--- config.mk ---
export PLATFORM = sky130hd
export DESIGN_NAME = node_config_register_bank
export DESIGN_NICKNAME = d
export VERILOG_FILES = /design/src/verilog/node_cfg_pkg.sv /design/src/verilog/node_config_register_bank.sv
export SDC_FILE = /design/constraint.sdc
export NUM_CORES = 1
export LEC_CHECK = 0
export BUFFER_PORTS_ARGS = -buffer_cell sky130_fd_sc_hd__clkbuf_2
export CAP_MARGIN = 20
export CORE_UTILIZATION = 54
export DETAILED_ROUTE_END_ITERATION = 8
export HOLD_SLACK_MARGIN = 0.1
export PLACE_DENSITY = 0.83
export RECOVER_POWER = 100
export SLEW_MARGIN = 10
export SYNTH_ARGS = -nofsm -noshare
export SYNTH_HDL_FRONTEND = slang
export SYNTH_SLANG_ARGS = --single-unit
--- constraint.sdc ---
create_clock -name clk_i -period 5.7 [get_ports clk_i]
set_clock_uncertainty 0.1 [all_clocks]
set_input_delay 0.285 -clock clk_i [delete_from_list [all_inputs] [get_ports clk_i]]
set_output_delay 0.285 -clock clk_i [all_outputs]
set_load 0.02 [all_outputs]
--- src/verilog/node_cfg_pkg.sv ---
`default_nettype none
package node_cfg_pkg;
  // Register numbers
  localparam logic [7:0] IDX_IDENTITY = 8'h00;
  localparam logic [7:0] IDX_DESCRIPTION = 8'h01;
  localparam logic [7:0] IDX_SWITCH_CFG = 8'h04;
  localparam logic [7:0] IDX_NODE_ID = 8'h05;
  localparam logic [7:0] IDX_PLL = 8'h06;
  localparam logic [7:0] IDX_SWITCH_DIV = 8'h07;
  localparam logic [7:0] IDX_REF_DIV = 8'h08;
  localparam logic [7:0] IDX_JTAG_ID = 8'h09;
  localparam logic [7:0] IDX_USER_CODE = 8'h0a;
  localparam logic [7:0] IDX_DIR_LOW = 8'h0c;
  localparam logic [7:0] IDX_DIR_HIGH = 8'h0d;
  localparam logic [7:0] IDX_RESERVED = 8'h10;
  // Switch configuration fields
  localparam int CFG_LOCK_ALL_BIT = 31;
  localparam int CFG_LOCK_PLL_BIT = 8;
  localparam int CFG_HEADER_BIT = 0;
  // PLL setting fields
  localparam int PLL_NO_RESET_BIT = 31;
  localparam int PLL_NO_WAIT_BIT = 30;
  localparam int PLL_BYPASS_BIT = 29;
  localparam int PLL_JTAG_BOOT_BIT = 28;
  localparam logic [31:0] PLL_WRITABLE_MASK = 32'hf39fff7f;
  // Reset values
  localparam logic [31:0] PLL_RESET_VALUE = 32'h00000000;
  localparam logic [15:0] SWITCH_DIV_RESET = 16'h0000;
  localparam logic [15:0] REF_DIV_RESET = 16'h0003;
  localparam logic [15:0] NODE_ID_RESET = 16'h0000;
  localparam logic [31:0] DIR_RESET = 32'h00000000;
  localparam logic [1:0] RESERVED_RESET = 2'h0;

  typedef struct packed {
    logic [23:0] pll_value;
    logic pll_no_wait;
    logic pll_bypass;
    logic jtag_boot;
  } pll_ctl_t;

  typedef struct packed {
    logic header_one_byte;
    logic [15:0] node_id;
    logic [15:0] switch_div;
    logic [15:0] ref_div;
  } node_ctl_t;
endpackage
`default_nettype wire

--- src/verilog/node_config_register_bank.sv ---
// Overview of operation
// - Identity register shows boot pins caught after reset release, revision and version.
// - Description register shows link count, local and device processor counts.
// - Configuration bit 31 set refuses writes to all switch control registers.
// - Configuration bit 8 set refuses writes to the PLL setting register.
// - Configuration bit 0 picks one-byte headers when set, two-byte when clear.
// - Node identifier is sixteen writable bits, reset zero, upper bits zero.
// - An accepted PLL setting write pulses tile reset unless no-reset is set.
// - PLL setting bit 31 set applies the setting without chip reset.
// - PLL setting bit 30 set skips waiting for PLL relock.
// - Bit 29 bypasses the PLL; bit 28 forces boot from JTAG.
// - PLL fields hold output divider, feedback multiplier, input divider minus one.
// - Switch clock divider is sixteen writable bits resetting to zero.
// - Reference clock divider is sixteen writable bits resetting to three.
// - User code register shows OTP user code and metal-fixable code.
// - Top mismatching node bit selects dimension; low dimensions use low register.
// - Low directions register holds eight four-bit fields, reset zero.
// - High dimensions take direction from high register fields, reset zero.
`default_nettype none
module node_config_register_bank #(
  parameter logic [7:0] SWITCH_REVISION = 8'h01,
  parameter logic [7:0] SWITCH_VERSION = 8'h01,
  parameter logic [7:0] LINK_COUNT = 8'h08,
  parameter logic [7:0] LOCAL_PROCESSORS = 8'h02,
  parameter logic [7:0] DEVICE_PROCESSORS = 8'h02,
  // Arbitrary value
  parameter logic [31:0] JTAG_DEVICE_ID = 32'h00000001,
  // Arbitrary value
  parameter logic [17:0] METAL_ID = 18'h00001
) (
  // Clock and reset
  input wire logic clk_i,
  input wire logic arst_n_i,
  // Straps and one-time-programmed values
  input wire logic [7:0] boot_control_pins_i,
  input wire logic [13:0] otp_user_code_i,
  // Configuration access
  input wire logic cfg_wr_i,
  input wire logic cfg_rd_i,
  input wire logic [7:0] cfg_addr_i,
  input wire logic [31:0] cfg_wdata_i,
  output logic [31:0] cfg_rdata_o,
  output logic cfg_wr_refused_o,
  // Routing lookup
  input wire logic [15:0] dest_node_i,
  output logic [3:0] route_dir_o,
  output logic route_local_o,
  // Control outputs
  output node_cfg_pkg::pll_ctl_t pll_ctl_o,
  output node_cfg_pkg::node_ctl_t node_ctl_o,
  output logic tile_reset_o
);
  logic boot_caught_reg;
  logic [7:0] boot_pins_reg;
  logic lock_all_reg;
  logic lock_pll_reg;
  logic header_reg;
  logic [15:0] node_id_reg;
  logic [31:0] pll_reg;
  logic [15:0] switch_div_reg;
  logic [15:0] ref_div_reg;
  logic [31:0] dir_low_reg;
  logic [31:0] dir_high_reg;
  logic [1:0] reserved_reg;
  logic wr_cfg;
  logic wr_ok;
  logic pll_wr;
  logic pll_hit;
  logic wr_node_id;
  logic wr_switch_div;
  logic wr_ref_div;
  logic wr_dir_low;
  logic wr_dir_high;
  logic wr_reserved;
  logic [15:0] diff;
  logic [3:0] dim;
  logic [31:0] rdata_next;

  function automatic logic [3:0] top_bit(input logic [15:0] v);
    logic [3:0] r;
    r = 4'h0;
    for (int i = 0; i < 16; i++)
    begin
      if (v[i])
      begin
        r = 4'(i);
      end
    end
    return r;
  endfunction

  assign wr_cfg = cfg_wr_i && (cfg_addr_i == node_cfg_pkg::IDX_SWITCH_CFG);
  assign wr_ok = cfg_wr_i && !lock_all_reg;
  assign pll_hit = (cfg_addr_i == node_cfg_pkg::IDX_PLL);
  assign pll_wr = wr_ok && !lock_pll_reg && pll_hit;
  assign cfg_wr_refused_o = cfg_wr_i && (lock_all_reg || (lock_pll_reg && pll_hit));
  // Per-register strobes, each gated by the whole lock
  assign wr_node_id = wr_ok && (cfg_addr_i == node_cfg_pkg::IDX_NODE_ID);
  assign wr_switch_div = wr_ok && (cfg_addr_i == node_cfg_pkg::IDX_SWITCH_DIV);
  assign wr_ref_div = wr_ok && (cfg_addr_i == node_cfg_pkg::IDX_REF_DIV);
  assign wr_dir_low = wr_ok && (cfg_addr_i == node_cfg_pkg::IDX_DIR_LOW);
  assign wr_dir_high = wr_ok && (cfg_addr_i == node_cfg_pkg::IDX_DIR_HIGH);
  assign wr_reserved = wr_ok && (cfg_addr_i == node_cfg_pkg::IDX_RESERVED);

  // boot pins caught after reset release
  always_ff @(posedge clk_i or negedge arst_n_i)
  begin
    if (!arst_n_i)
    begin
      boot_caught_reg <= 1'b0;
      boot_pins_reg <= 8'h00;
    end
    else if (!boot_caught_reg)
    begin
      boot_caught_reg <= 1'b1;
      boot_pins_reg <= boot_control_pins_i;
    end
  end

  // Switch configuration lock bits
  always_ff @(posedge clk_i or negedge arst_n_i)
  begin
    if (!arst_n_i)
    begin
      lock_all_reg <= 1'b0;
      lock_pll_reg <= 1'b0;
    end
    else if (wr_cfg && !lock_all_reg)
    begin
      lock_all_reg <= cfg_wdata_i[node_cfg_pkg::CFG_LOCK_ALL_BIT];
      lock_pll_reg <= cfg_wdata_i[node_cfg_pkg::CFG_LOCK_PLL_BIT];
    end
  end

  always_ff @(posedge clk_i or negedge arst_n_i)
  begin
    if (!arst_n_i)
    begin
      header_reg <= 1'b0;
    end
    else if (wr_cfg && !lock_all_reg)
    begin
      header_reg <= cfg_wdata_i[node_cfg_pkg::CFG_HEADER_BIT];
    end
  end

  always_ff @(posedge clk_i or negedge arst_n_i)
  begin
    if (!arst_n_i)
    begin
      node_id_reg <= node_cfg_pkg::NODE_ID_RESET;
    end
    else if (wr_node_id)
    begin
      node_id_reg <= cfg_wdata_i[15:0];
    end
  end

  always_ff @(posedge clk_i or negedge arst_n_i)
  begin
    if (!arst_n_i)
    begin
      pll_reg <= node_cfg_pkg::PLL_RESET_VALUE;
    end
    else if (pll_wr)
    begin
      pll_reg <= cfg_wdata_i & node_cfg_pkg::PLL_WRITABLE_MASK;
    end
  end

  always_ff @(posedge clk_i or negedge arst_n_i)
  begin
    if (!arst_n_i)
    begin
      tile_reset_o <= 1'b0;
    end
    else
    begin
      tile_reset_o <= pll_wr && !cfg_wdata_i[node_cfg_pkg::PLL_NO_RESET_BIT];
    end
  end

  always_ff @(posedge clk_i or negedge arst_n_i)
  begin
    if (!arst_n_i)
    begin
      switch_div_reg <= node_cfg_pkg::SWITCH_DIV_RESET;
    end
    else if (wr_switch_div)
    begin
      switch_div_reg <= cfg_wdata_i[15:0];
    end
  end

  always_ff @(posedge clk_i or negedge arst_n_i)
  begin
    if (!arst_n_i)
    begin
      ref_div_reg <= node_cfg_pkg::REF_DIV_RESET;
    end
    else if (wr_ref_div)
    begin
      ref_div_reg <= cfg_wdata_i[15:0];
    end
  end

  always_ff @(posedge clk_i or negedge arst_n_i)
  begin
    if (!arst_n_i)
    begin
      dir_low_reg <= node_cfg_pkg::DIR_RESET;
    end
    else if (wr_dir_low)
    begin
      dir_low_reg <= cfg_wdata_i;
    end
  end

  always_ff @(posedge clk_i or negedge arst_n_i)
  begin
    if (!arst_n_i)
    begin
      dir_high_reg <= node_cfg_pkg::DIR_RESET;
    end
    else if (wr_dir_high)
    begin
      dir_high_reg <= cfg_wdata_i;
    end
  end

  always_ff @(posedge clk_i or negedge arst_n_i)
  begin
    if (!arst_n_i)
    begin
      reserved_reg <= node_cfg_pkg::RESERVED_RESET;
    end
    else if (wr_reserved)
    begin
      reserved_reg <= cfg_wdata_i[1:0];
    end
  end

  assign diff = dest_node_i ^ node_id_reg;
  assign dim = top_bit(diff);

  always_ff @(posedge clk_i or negedge arst_n_i)
  begin
    if (!arst_n_i)
    begin
      route_local_o <= 1'b1;
    end
    else
    begin
      route_local_o <= (diff == 16'h0000);
    end
  end

  // direction lookup, local packets take dimension 0
  always_ff @(posedge clk_i or negedge arst_n_i)
  begin
    if (!arst_n_i)
    begin
      route_dir_o <= 4'h0;
    end
    else
    begin
      if (dim[3])
      begin
        route_dir_o <= dir_high_reg[{dim[2:0], 2'b00} +: 4];
      end
      else
      begin
        route_dir_o <= dir_low_reg[{dim[2:0], 2'b00} +: 4];
      end
    end
  end

  always_comb
  begin
    rdata_next = 32'h00000000;
    case (cfg_addr_i)
      node_cfg_pkg::IDX_IDENTITY: rdata_next = {8'h00, boot_pins_reg, SWITCH_REVISION, SWITCH_VERSION};
      node_cfg_pkg::IDX_DESCRIPTION: rdata_next = {8'h00, LINK_COUNT, LOCAL_PROCESSORS, DEVICE_PROCESSORS};
      node_cfg_pkg::IDX_SWITCH_CFG: rdata_next = {lock_all_reg, 22'h000000, lock_pll_reg, 7'h00, header_reg};
      node_cfg_pkg::IDX_NODE_ID: rdata_next = {16'h0000, node_id_reg};
      node_cfg_pkg::IDX_PLL: rdata_next = pll_reg;
      node_cfg_pkg::IDX_SWITCH_DIV: rdata_next = {16'h0000, switch_div_reg};
      node_cfg_pkg::IDX_REF_DIV: rdata_next = {16'h0000, ref_div_reg};
      node_cfg_pkg::IDX_JTAG_ID: rdata_next = JTAG_DEVICE_ID;
      node_cfg_pkg::IDX_USER_CODE: rdata_next = {otp_user_code_i, METAL_ID};
      node_cfg_pkg::IDX_DIR_LOW: rdata_next = dir_low_reg;
      node_cfg_pkg::IDX_DIR_HIGH: rdata_next = dir_high_reg;
      node_cfg_pkg::IDX_RESERVED: rdata_next = {30'h00000000, reserved_reg};
      default: rdata_next = 32'h00000000;
    endcase
  end

  always_ff @(posedge clk_i or negedge arst_n_i)
  begin
    if (!arst_n_i)
    begin
      cfg_rdata_o <= 32'h00000000;
    end
    else if (cfg_rd_i)
    begin
      cfg_rdata_o <= rdata_next;
    end
  end

  always_comb
  begin
    pll_ctl_o.pll_value = {pll_reg[25:23], pll_reg[20:8], pll_reg[6:0], 1'b0};
    pll_ctl_o.pll_no_wait = pll_reg[node_cfg_pkg::PLL_NO_WAIT_BIT];
    pll_ctl_o.pll_bypass = pll_reg[node_cfg_pkg::PLL_BYPASS_BIT];
    pll_ctl_o.jtag_boot = pll_reg[node_cfg_pkg::PLL_JTAG_BOOT_BIT];
    node_ctl_o.header_one_byte = header_reg;
    node_ctl_o.node_id = node_id_reg;
    node_ctl_o.switch_div = switch_div_reg;
    node_ctl_o.ref_div = ref_div_reg;
  end
endmodule
`default_nettype wire
==> flow_summary.json <==
{
  "synth-seq-cells": 191,
  "viasPerCell": 6.35,
  "clk_pin_slew_worst_paths_ns": 0.07,
  "nets": 992,
  "drive_gt1_frac": 0.314,
  "max_stage_delay_ns": 1.42,
  "dp_hpwl_um": 17000,
  "rsz0062_at_grt": "false",
  "grt_use_total": 0.312,
  "row_count": 47,
  "netlist_area_sq_um": 9240,
  "die_w_um": 133,
  "synthToLayoutAreaGrowth_pct": 19.6,
  "initial_core_util": 0.555,
  "wl_met3_um": 2220,
  "ys_seq_area_frac": 0.518,
  "first_iter_violations": 842,
  "setup-tns-final_ns": 0,
  "clock_path_buffers": 2,
  "dr.max_layer_used": "met4",
  "syn-mean-instance-area_sq_um": 12.9,
  "ys_warn_count": 0,
  "cts_sinks": 191,
  "route.met2.wl_um": 12900,
  "critPathTopFamily": "simple AND/OR/NAND/NOR gates",
  "cts_root_buf": "clkbuf_16",
  "netlist_instances": 717,
  "clk_latency_ns": 0.43,
  "async_reset_ff_frac": 1.00,
  "worst_setup_path_start_kind": "input port",
  "maxCapViolCount": 4,
  "crit_required_ns": 5.91,
  "die_h_um": 133,
  "remaining_drc_errors": 0,
  "cts_tree": "done",
  "final_hold_viol_count": 0,
  "powerDensity_nw_per_um2": 290,
  "peakVddDrop_mv": 0.227,
  "port_buffers": 195,
  "core_area_sq_um": 16600,
  "critPathMaxFanout": 32,
  "gp_congestion": 0.905,
  "synth_edf_count": 0,
  "synth_cell_types": 54,
  "synthFlopType": "dfrtp_1",
  "layout_min_cycle_time_ns": 4.31,
  "drt-pass1-iter-count": 6,
  "hold_class": "in2reg",
  "crit_slowest_cell": "and3_1",
  "crit_chain": "clkbuf_1 > clkinv_1 > nor2_1 > and3_1 > mux2_2",
  "p_leak_nw": 5.14,
  "routedWlPerCell_um": 23.4,
  "fmax_ghz": 0.232,
  "cts_inserted_buffers": 17,
  "vias": 7245,
  "failed_checks": "capacitance limit, slew limit",
  "r2r_slack_ns": 1.67,
  "post-route-util": 0.664,
  "dieArea_sq_um": 17600,
  "finalMaxSlewViolations": 221,
  "crit_type": "in2reg",
  "htree_levels": 4,
  "grt_pass1_vias": 7342,
  "grt_max_degree": 126,
  "wl_um": 26700,
  "diodes": 0,
  "fin_crit_sh": 0.757,
  "cp.arrival_ns": 4.52,
  "num_io_pins": 197,
  "ant_nets": 0,
  "status": "complete, but fails checks",
  "report.final.setup_viol": 0,
  "crit_buf_inv": 2,
  "endpoint_kind": "flip-flop",
  "antenna_found_initial": 0,
  "grt_pass1_wl_um": 41700,
  "maxSlewHeadroom": -1.06,
  "tightestPinTransition_ns": 3.08,
  "synth_nets": 799,
  "wl_met1_um": 10600,
  "grt_overflow": 0
}
==> placed cells by master (no fill, tap or decap), drive strengths merged, types with 4 or more instances in the layout <==
| master | netlist | final |
|---|---|---|
| a21oi | 21 | 21 |
| a221oi | 13 | 13 |
| a222oi | 6 | 6 |
| a22oi | 38 | 38 |
| a31oi | 18 | 18 |
| and3 | 5 | 5 |
| buf | 46 | 7 |
| bufinv | 0 | 5 |
| clkbuf | 27 | 220 |
| dfrtp | 188 | 188 |
| dlygate4sd3 | 0 | 41 |
| inv | 3 | 4 |
| mux2 | 167 | 167 |
| mux2i | 12 | 12 |
| mux4 | 16 | 16 |
| nand2 | 27 | 27 |
| nand3 | 5 | 5 |
| nor2 | 44 | 44 |
| nor2b | 7 | 7 |
| nor3 | 7 | 7 |
| o21ai | 14 | 14 |
| xnor2 | 10 | 10 |
| xor2 | 8 | 8 |
==> worst register-to-register path, cell delays in order, from the launching register on <==
cell	delay, ns
dfrtp_1	0.46
xor2_1	0.24
or4_1	0.58
nor2b_1	0.81
clkbuf_1	0.67
mux4_1	0.72
mux2i_1	0.20
mux2i_1	0.10
==> per-layer routing <==
layer | GRT usage | vias to the layer above
met2 | 0.494 | 447
met3 | 0.0529 | 80
met1 | 0.421 | 3671
met5 | 0 | -
li1 | - | 3047
met4 | 0.146 | 0
==> metrics by stage <==
step | total power, mW | worst slack [ns] | instance area [sq um] | cells | hold slack, ns
finish | 3.20 | 1.39 | 11000 | 1141 | 0.102
CTS | 3.20 | 2.39 | 11200 | 1141 | 0.101
detailed placement | 1.87 | 2.34 | 10200 | 1070 | 0.395
floorplan | 1.71 | 3.11 | 9240 | 717 | -0.111
global placement | 1.86 | 2.45 | 10200 | 1070 | 0.387
global route | 3.29 | 1.24 | 11000 | 1141 | 0.115
==> report_power, final <==
| part | switching [mW] | total (mW) | internal (mW) | leakage (nW) |
|---|---|---|---|---|
| Sequential | 0.0623 | 1.49 | 1.43 | 2.57 |
| Clock | 0.511 | 1.33 | 0.823 | 0.322 |
| Combinational | 0.224 | 0.375 | 0.151 | 2.25 |
==> cells by family (layout without fill, tap and decap cells) <==
family / after synthesis / in the layout / synth area share
buffers and inverters: 77 / 281 / 0.0474
DFF: 191 / 191 / 0.518
xor gates and xnor gates: 18 / 18 / 0.0171
AOI/OAI and AO/OA: 128 / 128 / 0.0997
and+or+nand+nor: 106 / 106 / 0.0549
other: 2 / 2 / 0.000813
muxes: 195 / 195 / 0.262
==> synth_stat cells (all sizes together), types with 2 or more instances <==
library cell,count,area (sq um)
a21oi,21,105
a221o,2,20.0
a221oi,13,114
a222oi,6,60.1
a22o,2,17.5
a22oi,38,285
a31oi,18,113
a32oi,3,26.3
and2,2,12.5
and3,5,31.3
and4,2,18.8
buf,46,322
clkbuf,27,101
conb,2,7.51
dfrtp,188,4700
dfstp,3,78.8
inv,3,11.3
mux2,167,1880
mux2i,12,120
mux4,16,420
nand2,27,104
nand2b,2,12.5
nand3,5,25.0
nor2,44,165
nor2b,7,51.3
nor3,7,35.0
nor4,2,27.5
o21ai,14,73.8
o22ai,3,18.8
o41ai,2,36.3
xnor2,10,87.6
xor2,8,70.1
==> worst paths after layout <==
path | startpoint | endpoint | depth (start not counted)
setup / recovery | cfg_addr_i[0] | dir_high_reg[5] | 5
hold / removal | cfg_wdata_i[12] | dir_high_reg[12] | 2
setup reg to reg | node_id_reg[14] | route_dir_o[0] | 7
hold reg to reg | pll_reg[31] | pll_reg[31] | 1
max in group asynchronous | arst_n_i | dir_low_reg[24] | 3
min in group asynchronous | arst_n_i | switch_div_reg[14] | 2
==> cell type report <==
| class | instances | area, sq um |
|---|---|---|
| inverters | 4 | 15.0 |
| clock buffers | 21 | 480 |
| clock inverters | 9 | 180 |
| fillers | 1202 | 5600 |
| multi-input cells | 449 | 4000 |
| repair buffers | 247 | 1310 |
| flip-flops and latches | 191 | 4780 |
| well taps | 220 | 275 |
==> what timing repair did <==
item	in CTS	in global routing
endpoints found under the setup margin	0	0
buffers inserted	0	0
endpoints found under the hold margin	233	0
hold buffers	41	0
resized for setup	0	0
(Power assumes the default switching activity.)
